$ cat config.mk
export PLATFORM = sky130hd
export DESIGN_NAME = stw_watchdog
export DESIGN_NICKNAME = d
export VERILOG_FILES = /design/src/stw_pkg.sv /design/src/stw_second_tick.sv /design/src/stw_watchdog.sv
export SDC_FILE = /design/constraint.sdc
export NUM_CORES = 1
export LEC_CHECK = 0
export BUFFER_PORTS_ARGS = -buffer_cell sky130_fd_sc_hd__buf_2
export CORE_MARGIN = 1.5
export CORE_UTILIZATION = 45
export DETAILED_ROUTE_END_ITERATION = 10
export GPL_ROUTABILITY_DRIVEN = 0
export HOLD_SLACK_MARGIN = 0.15
export PLACE_DENSITY = 0.69
export SLEW_MARGIN = 20
export SYNTH_ARGS = -nofsm -noshare
export SYNTH_HDL_FRONTEND = slang
export SYNTH_SLANG_ARGS = --single-unit
$ cat constraint.sdc
create_clock -name clock -period 3.5 [get_ports clock]
set_input_delay 0.7 -clock clock [delete_from_list [all_inputs] [get_ports clock]]
set_output_delay 0.7 -clock clock [all_outputs]
set_load 0.03 [all_outputs]
$ cat src/stw_pkg.sv
// Purpose: shared constants and types for the second tick watchdog
// Assumes: 100 MHz core clock
// Notes:   register selects are a local two-register port, not a shared bus

package stw_pkg;

	// ********************************************************************
	// register selects and fields
	// ********************************************************************
	localparam logic       STW_SEL_CONTROL = 1'h0;
	localparam logic       STW_SEL_TIMEOUT = 1'h1;
	localparam int         STW_BIT_IRQ_EN  = 7;
	localparam int         STW_BIT_SEL_LO  = 4;
	localparam int         STW_BIT_RSVD    = 3;
	localparam int         STW_BIT_RST_EN  = 2;
	localparam int         STW_BIT_RUN     = 1;
	localparam int         STW_BIT_FIRED   = 0;
	localparam logic [7:0] STW_CTRL_RESET  = 8'h00;
	localparam logic [7:0] STW_TIMEOUT_RST = 8'h00;

	// irq number per select code, code 0 in the low nibble
	localparam logic [31:0] STW_IRQ_MAP = {4'hB, 4'h9, 4'h7, 4'h6, 4'hA, 4'h5, 4'h4, 4'h3};

	// ********************************************************************
	// timing
	// ********************************************************************
	localparam longint STW_SECOND_NS   = 1000000000;
	localparam longint STW_CLOCK_NS    = 10;
	localparam int     STW_TICK_CYCLES = int'(STW_SECOND_NS / STW_CLOCK_NS);

	// control register image
	typedef struct packed {
		logic       irqEnable;
		logic [2:0] irqLineSelect;
		logic       reserved;
		logic       resetEnable;
		logic       watchdogRun;
		logic       firedFlag;
	} stw_ctrl_t;

endpackage

$ cat src/stw_second_tick.sv
// Purpose: free running one second tick
// Assumes: TICK_CYCLES at least 2
// Notes:   never realigned to software writes, so a countdown sees up to one second of slack

`timescale 1ns/1ns

module stw_second_tick
	import stw_pkg::*;
#(
	parameter int TICK_CYCLES = STW_TICK_CYCLES
) (
	// clock and reset
	input  wire logic clock,
	input  wire logic nrst,
	// tick out
	output logic      tick
);

	localparam int CW = $clog2(TICK_CYCLES);
	localparam logic [CW-1:0] LAST = CW'(TICK_CYCLES - 1);

	logic [CW-1:0] count;

	// wraps after TICK_CYCLES clocks
	always_ff @(posedge clock or negedge nrst) begin
		if (!nrst) begin
			count <= '0;
			tick  <= 1'b0;
		end else begin
			tick <= (count == LAST);
			if (count == LAST) begin
				count <= '0;
			end else begin
				count <= count + 1'b1;
			end
		end
	end

endmodule // stw_second_tick

$ cat src/stw_watchdog.sv
// Purpose: second tick watchdog with irq routing and board reset request
// Assumes: register strobes are one-cycle pulses synchronous to clock
// Notes:   read data appear one cycle after the read strobe

`timescale 1ns/1ns

module stw_watchdog
	import stw_pkg::*;
#(
	parameter int TICK_CYCLES = STW_TICK_CYCLES
) (
	// clock and reset
	input  wire logic        clock,
	input  wire logic        nrst,
	// register port
	input  wire logic        regSel,
	input  wire logic        regWrite,
	input  wire logic        regRead,
	input  wire logic [7:0]  regWrData,
	output logic      [7:0]  regRdData,
	output logic             regRdValid,
	// system outputs
	output logic      [15:0] serIrq,
	output logic             pbReset
);

	// ********************************************************************
	// state
	// ********************************************************************
	stw_ctrl_t  ctrl;
	logic       irqEnable;
	logic [2:0] irqLineSelect;
	logic       resetEnable;
	logic       watchdogRun;
	logic       firedFlag;
	logic [7:0] timeoutSeconds;
	logic       tick;
	logic       ctrlWrite;
	logic       timeWrite;
	logic [3:0] irqNumber;
	logic [7:0] ctrlImage;

	assign ctrlWrite = regWrite && (regSel == STW_SEL_CONTROL);
	assign timeWrite = regWrite && (regSel == STW_SEL_TIMEOUT);

	// one second time base shared by every count
	stw_second_tick #(
		.TICK_CYCLES(TICK_CYCLES)
	) u_tick (
		.clock(clock),
		.nrst (nrst),
		.tick (tick)
	);

	// ********************************************************************
	// control register
	// ********************************************************************
	// bit 3 and bit 0 are never taken from the write data
	always_ff @(posedge clock or negedge nrst) begin
		if (!nrst) begin
			irqEnable     <= STW_CTRL_RESET[STW_BIT_IRQ_EN];
			irqLineSelect <= STW_CTRL_RESET[STW_BIT_SEL_LO +: 3];
			resetEnable   <= STW_CTRL_RESET[STW_BIT_RST_EN];
			watchdogRun   <= STW_CTRL_RESET[STW_BIT_RUN];
		end else if (ctrlWrite) begin
			irqEnable     <= regWrData[STW_BIT_IRQ_EN];
			irqLineSelect <= regWrData[STW_BIT_SEL_LO +: 3];
			resetEnable   <= regWrData[STW_BIT_RST_EN];
			watchdogRun   <= regWrData[STW_BIT_RUN];
		end
	end

	// image built from separate flops so each field keeps a single driver
	assign ctrl = stw_ctrl_t'({irqEnable, irqLineSelect, 1'b0, resetEnable, watchdogRun, firedFlag});

	// ********************************************************************
	// countdown and fired flag
	// ********************************************************************
	// a timeout write always wins over the tick so a kick is never lost
	always_ff @(posedge clock or negedge nrst) begin
		if (!nrst) begin
			timeoutSeconds <= STW_TIMEOUT_RST;
		end else if (timeWrite) begin
			timeoutSeconds <= regWrData;
		end else if (ctrl.watchdogRun && tick && timeoutSeconds != 8'h00) begin
			timeoutSeconds <= timeoutSeconds - 8'h01;
		end
	end

	// status: zero while disabled; a timeout write clears it for one cycle
	// at least, and a zero value written while running sets it again
	always_ff @(posedge clock or negedge nrst) begin
		if (!nrst) begin
			firedFlag <= 1'b0;
		end else if (!ctrl.watchdogRun) begin
			firedFlag <= 1'b0;
		end else if (timeWrite) begin
			firedFlag <= 1'b0;
		end else if (timeoutSeconds == 8'h00) begin
			firedFlag <= 1'b1;
		end
	end

	// ********************************************************************
	// outputs
	// ********************************************************************
	assign irqNumber = STW_IRQ_MAP[{ctrl.irqLineSelect, 2'b00} +: 4];

	// one line of sixteen, held while enabled and fired
	always_ff @(posedge clock or negedge nrst) begin
		if (!nrst) begin
			serIrq <= 16'h0000;
		end else begin
			serIrq <= 16'h0000;
			if (ctrl.irqEnable && ctrl.firedFlag) begin
				serIrq[irqNumber] <= 1'b1;
			end
		end
	end

	// level request; the board reset this causes also clears us
	always_ff @(posedge clock or negedge nrst) begin
		if (!nrst) begin
			pbReset <= 1'b0;
		end else begin
			pbReset <= ctrl.resetEnable && ctrl.firedFlag;
		end
	end

	assign ctrlImage = ctrl;

	// read data registered one cycle after the strobe
	always_ff @(posedge clock or negedge nrst) begin
		if (!nrst) begin
			regRdData  <= 8'h00;
			regRdValid <= 1'b0;
		end else begin
			regRdValid <= regRead;
			if (regRead) begin
				if (regSel == STW_SEL_CONTROL) begin
					regRdData <= ctrlImage;
				end else begin
					regRdData <= timeoutSeconds;
				end
			end
		end
	end

	// ********************************************************************
	// checks
	// ********************************************************************
	chk_irq_route: assert property (@(posedge clock) disable iff (!nrst)
		(ctrl.irqEnable && ctrl.firedFlag) |=> (serIrq == (16'h0001 << $past(irqNumber))))
		else $error("irq line does not match select");

	chk_irq_gate: assert property (@(posedge clock) disable iff (!nrst)
		!(ctrl.irqEnable && ctrl.firedFlag) |=> (serIrq == 16'h0000))
		else $error("irq driven without enable and fired");

	chk_reserved_zero: assert property (@(posedge clock) disable iff (!nrst)
		(regRead && regSel == STW_SEL_CONTROL) |=> (regRdValid && !regRdData[STW_BIT_RSVD]))
		else $error("reserved bit read nonzero");

	chk_reset_gate: assert property (@(posedge clock) disable iff (!nrst)
		pbReset |-> $past(ctrl.resetEnable && ctrl.firedFlag))
		else $error("board reset without enable and fired");

	chk_disabled_hold: assert property (@(posedge clock) disable iff (!nrst)
		(!ctrl.watchdogRun && !timeWrite) |=> ($stable(timeoutSeconds) && !ctrl.firedFlag))
		else $error("disabled watchdog counted or fired");

	chk_fire_on_zero: assert property (@(posedge clock) disable iff (!nrst)
		(ctrl.watchdogRun && timeoutSeconds == 8'h00 && !regWrite) |=> ctrl.firedFlag)
		else $error("zero timeout did not fire");

	chk_fire_sticky: assert property (@(posedge clock) disable iff (!nrst)
		(ctrl.firedFlag && ctrl.watchdogRun && !regWrite) |=> ctrl.firedFlag)
		else $error("fired flag dropped on its own");

	chk_write_reload: assert property (@(posedge clock) disable iff (!nrst)
		timeWrite |=> (timeoutSeconds == $past(regWrData) && !ctrl.firedFlag))
		else $error("timeout write did not reload and acknowledge");

	chk_tick_decrement: assert property (@(posedge clock) disable iff (!nrst)
		(ctrl.watchdogRun && tick && !timeWrite && timeoutSeconds != 8'h00)
		|=> (timeoutSeconds == $past(timeoutSeconds) - 8'h01))
		else $error("countdown missed a tick");

	chk_reset_raise: assert property (@(posedge clock) disable iff (!nrst)
		(ctrl.resetEnable && ctrl.firedFlag) |=> pbReset)
		else $error("enabled board reset not requested on fire");

	chk_status_read: assert property (@(posedge clock) disable iff (!nrst)
		(regRead && regSel == STW_SEL_CONTROL) |=> (regRdData[STW_BIT_FIRED] == $past(ctrl.firedFlag)))
		else $error("status bit read does not match fired flag");

	chk_value_read: assert property (@(posedge clock) disable iff (!nrst)
		(regRead && regSel == STW_SEL_TIMEOUT) |=> (regRdData == $past(timeoutSeconds)))
		else $error("timeout read does not return the register");

	chk_count_floor: assert property (@(posedge clock) disable iff (!nrst)
		(ctrl.watchdogRun && tick && !timeWrite && timeoutSeconds == 8'h00) |=> (timeoutSeconds == 8'h00))
		else $error("countdown wrapped below zero");

endmodule // stw_watchdog

# ---- After elaboration in Yosys (flattened, before gate mapping)
# Cells that the tools add are included.
dict set report op_classes {
  n_bitwise 1
  n_eq_ne 2
  reduce_logical 10
  magnitude_cmp 2
  n_mux 10
  addsub 2
  shift 1
}
# op n
set op_table {}
lappend op_table {{32-bit by 6-bit indexed part select with 4-bit output, first input constant} 1}
lappend op_table {{27-bit by 1-bit adder with 27-bit output, second input constant} 1}
lappend op_table {{27-bit equality test, second input constant} 1}
lappend op_table {{27-bit two-way mux} 1}
lappend op_table {{8-bit two-way mux} 3}
lappend op_table {{16-bit two-way mux} 1}
lappend op_table {{8-bit logical NOT} 1}
lappend op_table {{8-bit nonzero test} 1}
lappend op_table {{8-bit by 1-bit subtractor with 8-bit output, second input constant} 1}
lappend op_table {{1-bit logical AND} 7}
lappend op_table {{4-bit by 5-bit less-than comparator with 1-bit output, second input constant} 1}
lappend op_table {{1-bit demux with 4-bit select} 1}
lappend op_table {{4-bit by 1-bit >= comparator with 1-bit output, second input constant} 1}
lappend op_table {{1-bit two-way mux} 4}
lappend op_table {{3-bit by 1-bit inequality test with 1-bit output, second input constant} 1}
lappend op_table {{2-bit nonzero test} 1}
lappend op_table {{1-bit inverter} 1}
dict set report totals {
  register_bits 69
  elab_cells 40
  out_inout_bits 26
  input_bits 13
}

# ---- Logic depth before layout (Yosys ltp)
dict set report logic_depth {
  word_depth 6
  mapped_depth 7
  depth_no_buf 7
}

# ---- Modules after synthesis
# A second synthesis with hierarchy kept.
dict set report hier_totals {
  hier_cells 303
  area_unflattened_um2 3194.3
}
# module area_each_um2 seq_area_each_um2 n_inst cells_per_inst
set by_module_without_submodules {}
lappend by_module_without_submodules {stw_watchdog 1836.8 1026.0 1 168}
lappend by_module_without_submodules {stw_second_tick 1357.6 700.7 1 135}

# ---- Worst setup path before layout
# No wires, ideal clock.
dict set report synth_path {
  kind {flip-flop to flip-flop}
  startpoint {register u_tick.count[0]}
  endpoint {register u_tick.count[24]}
  path_slack_ns 1.777
  required_time_ns 3.396
  arrival_ns 1.620
  stages_incl_launch_ff 8
  cell_sequence {dfrtp_1 ha_1 nand3_1 or2_2 clkbuf_1 nor3_1 or3_2 o41ai_2}
}
dict set report synth_between {
  elab_chain_len 2
  elab_cells_between_ends 3
  classes_between {add/sub: 1; eq/ne: 1; mux: 1}
}
# item line
set synth_lines {}
lappend synth_lines {{from (decl)} stw_second_tick.sv:22} ;# logic [CW-1:0] count;
lappend synth_lines {{from (signal assigned)} stw_second_tick.sv:34} ;# count <= count + 1'b1;
lappend synth_lines {{27-bit by 1-bit adder with 27-bit output / 27-bit equality test (equally long branches)} {stw_second_tick.sv:34, stw_second_tick.sv:31}}
lappend synth_lines {{27-bit two-way mux (*)} stw_second_tick.sv:31} ;# if (count == LAST) begin
# Every way passes the cells marked *; elsewhere a longest branch is shown, timed or not.
# A chain may end at the register's enable or synchronous reset.

# ---- Worst setup path in the final report
dict set report layout_path {
  startpoint {register u_tick.count[25]}
  endpoint {register u_tick.count[24]}
}
dict set report layout_between {
  elab_chain_len 2
}
# item line
set layout_lines {}
lappend layout_lines {{27-bit equality test} stw_second_tick.sv:31}
lappend layout_lines {{27-bit two-way mux} stw_second_tick.sv:31}
# No other way between the ends.

==> flow_summary_export.csv <==
group,metric,value,unit
status,status,"finished clean",
layout,final_area,3675,um^2
run,maxCapViolCount,0,
detailed_routing,vias,2379,
global_routing,grt_overflow_total,0,
timing,worst-slew-pin-transition,629.6,ps
global_routing,antenna_found_initial,0,
clocking,clk_latency,350,ps
die,dieHeight,87.27,um
detailed_routing,routed_wl,6174,um
layout,drive_gt1_share,20.61,%
clocking,htree_levels,3,
yosys,synth_top_area_share,54.03,%
setup_path,crit_type,"flip-flop to flip-flop",
yosys,ys_seq_area_share,54.03,%
setup_path,critPathLaunchType,"flip-flop",
detailed_routing,drt-initial-drc-count,51,
yosys,ys_types,49,
layout,finalCoreUtilization,53.79,%
die,io-pin-count,39,
global_routing,grt_pass1_vias,2237,
timing,fmax,508.1,MHz
clocking,ctsResizeCount,0,
yosys,avgSynthCellArea,10.31,um^2
layout,final_cell_mix,"dfrtp_1 (69), nor2_1 (48), buf_2 (38)",
detailed_routing,ant_nets,0,
timing,finClkSkew,6.964,ps
layout,final_common_cell,"dfrtp_1",
placed_design,port_buffers,38,
die,placementRows,30,
yosys,synthArstFlopShare,100.0,%
layout,synthToLayoutAreaGrowth,15.00,%
timing,finalMaxSlewViolations,0,
clocking,clock_path_buffers,2,
setup_path,worst_ep_required_time,3740,ps
setup_path,cp_data_arrival_time,2210,ps
yosys,yosysWarnings,0,
layout,num_antenna_cells,0,
yosys,syn_area,3196,um^2
die,start_util,46.78,%
layout,layout.nets,374,
power_and_ir_drop,powerDensity,447.7,nW/um^2
power_and_ir_drop,peakVddDrop,0.2538,mV
clocking,cts_tree,"built",
clocking,cts_num_sinks,69,
yosys,synth_edf_count,0,
clocking,post_cts_buffers,0,
timing,setup_viol,0,
global_routing,grtUsageTotal,17.99,%
yosys,netlist_instances,310,
detailed_routing,drt_pre_antenna_iters,5,
global_routing,grt_max_degree,70,
power_and_ir_drop,leakage,1.690,nW
die,dieArea,7616,um^2
timing,period_minus_slack,1968,ps
timing,period_share,56.23,%
timing,max-slew-margin-rel,57.94,%
detailed_routing,wire_per_inst,13.57,um
die,die_w,87.27,um
power_and_ir_drop,p_int,0.001176,W
power_and_ir_drop,p_switching,0.0004690,W
power_and_ir_drop,power_frac_seq,53.0,%
die,core_area,6832,um^2
yosys,ys_ff_latch,69,
timing,rsz0062_at_grt,"no",
setup_path,crit_fanout,11,
clocking,cts_buffers,9,
clocking,cts_hold_buf,0,
detailed_routing,viasPerCell,5.229,
yosys,synth_area_leaders,"dfrtp_1 (54%), nor2_1 (5.6%), a21oi_1 (3.6%)",
setup_path,cp-end-kind,"flip-flop",
power_and_ir_drop,pwr-share-comb,11.4,%
timing,hold_violations,0,
yosys,synth_area_leader_cell,"dfrtp_1",
timing,tns,0,ps
global_routing,grt_pass1_wl,10450,um
clocking,clk_pin_slew_worst_paths,80,ps
yosys,synth_ff_type,"dfrtp_1",
hold_path,hp-class,"primary input to asynchronous set/reset pin",
placed_design,dpl.hpwl,4281,um
placed_design,placed_area,3498,um^2
detailed_routing,drc,0,
clocking,cts-root-buf,"clkbuf_8",
power_and_ir_drop,switching_share,28.51,%
power_and_ir_drop,clkPwrFrac,35.6,%
-- cell usage after synthesis, types with 2 or more instances --
cell / n
a21oi_1: 23
clkbuf_1: 6
xor2_1: 11
xnor2_1: 7
nor3b_1: 2
and3_1: 4
nor2_1: 48
nand2_1: 23
or2_2: 3
inv_1: 12
nand4_1: 9
or4_4: 2
a31oi_1: 3
or3_1: 2
nor3_1: 8
nor4_1: 4
o21ai_0: 8
dfrtp_1: 69
nor2b_1: 4
ha_1: 7
mux2i_1: 11
mux2_2: 4
nand3b_1: 3
nand3_1: 12
-- path summary, 6_finish.rpt --
check | endpoint | start | cells after the start | slack (ps)
worst max-delay path | u_tick.count[24]$_DFF_PN0_ | u_tick.count[25]$_DFF_PN0_ | 5 | 1530
worst min-delay path | regRdData[0]$_DFFE_PN0P_ | nrst | 2 | 340
worst max register to register | u_tick.count[24]$_DFF_PN0_ | u_tick.count[25]$_DFF_PN0_ | 5 | 1530
worst min register to register | u_tick.count[0]$_DFF_PN0_ | u_tick.count[0]$_DFF_PN0_ | 1 | 490
max in group asynchronous | watchdogRun$_DFFE_PN0P_ | nrst | 2 | 2830
min in group clock | u_tick.count[0]$_DFF_PN0_ | u_tick.count[0]$_DFF_PN0_ | 1 | 490
-- logic make-up after synthesis --
family | after synthesis | share of synthesized area (%)
compound gates | 43 | 7.949
xor+xnor | 18 | 4.933
fa+ha+maj | 7 | 2.741
buf+inv | 20 | 2.506
flops | 69 | 54.03
mux | 15 | 4.855
other cells | 1 | 0.1174
simple gates | 137 | 22.87
-- critical path, cell delays in order (launching register included) --
cell and delay [ps]:
dfrtp_1 410, or4b_4 570, nor3_1 210, and3_1 420, or3_2 200, o41ai_2 50
-- through the flow --
step / instances / total power [W] / hold WS (ps) / setup WS, ps
after floorplan: 312 / 0.001008 / 404.4 / 1777
after global placement: 439 / 0.001069 / 465.7 / 1575
after detailed placement: 439 / 0.001077 / 478.2 / 1539
after CTS: 455 / 0.001660 / 380.0 / 1532
after global routing: 455 / 0.001720 / 382.1 / 1444
final: 455 / 0.001645 / 342.1 / 1532
-- final cells by class --
cell class / instances / area, um^2
sequential: 69 / 1727
tap: 96 / 120.1
timing repair buffer: 39 / 210.2
fill: 620 / 3157
multi-input combinational: 223 / 1396
inverter: 12 / 45.04
clock buffer: 10 / 137.6
clock inverter: 6 / 38.79
-- state kept, by name, summed over array words and instances (netlist names) --
register	count
watchdogRun	1
firedFlag	1
irqEnable	1
serIrq	16
resetEnable	1
timeoutSeconds	8
u_tick.count	27
regRdData	8
u_tick.tick	1
pbReset	1
regRdValid	1
irqLineSelect	3
-- power groups by stage --
| stage | sequential [W] | clock (W) | combinational [W] |
|---|---|---|---|
| final | 0.000872 | 0.000586 | 0.000187 |
| after global routing | 0.000879 | 0.000629 | 0.000211 |
| after CTS | 0.000872 | 0.000598 | 0.000190 |
| after detailed placement | 0.000888 | 0 | 0.000189 |
| after global placement | 0.000886 | 0 | 0.000183 |
| after floorplan | 0.000909 | 0 | 0.0000992 |
-- routing by layer --
metal	track usage (%)	vias to the layer above	share of wire, %
met2	28.32	57	47
met1	22.94	1138	46
met3	4.076	15	4.3
met5	0	-	0
met4	9.957	0	2.7
li1	-	1169	-
No activity file was read; power rests on OpenSTA's default activity.
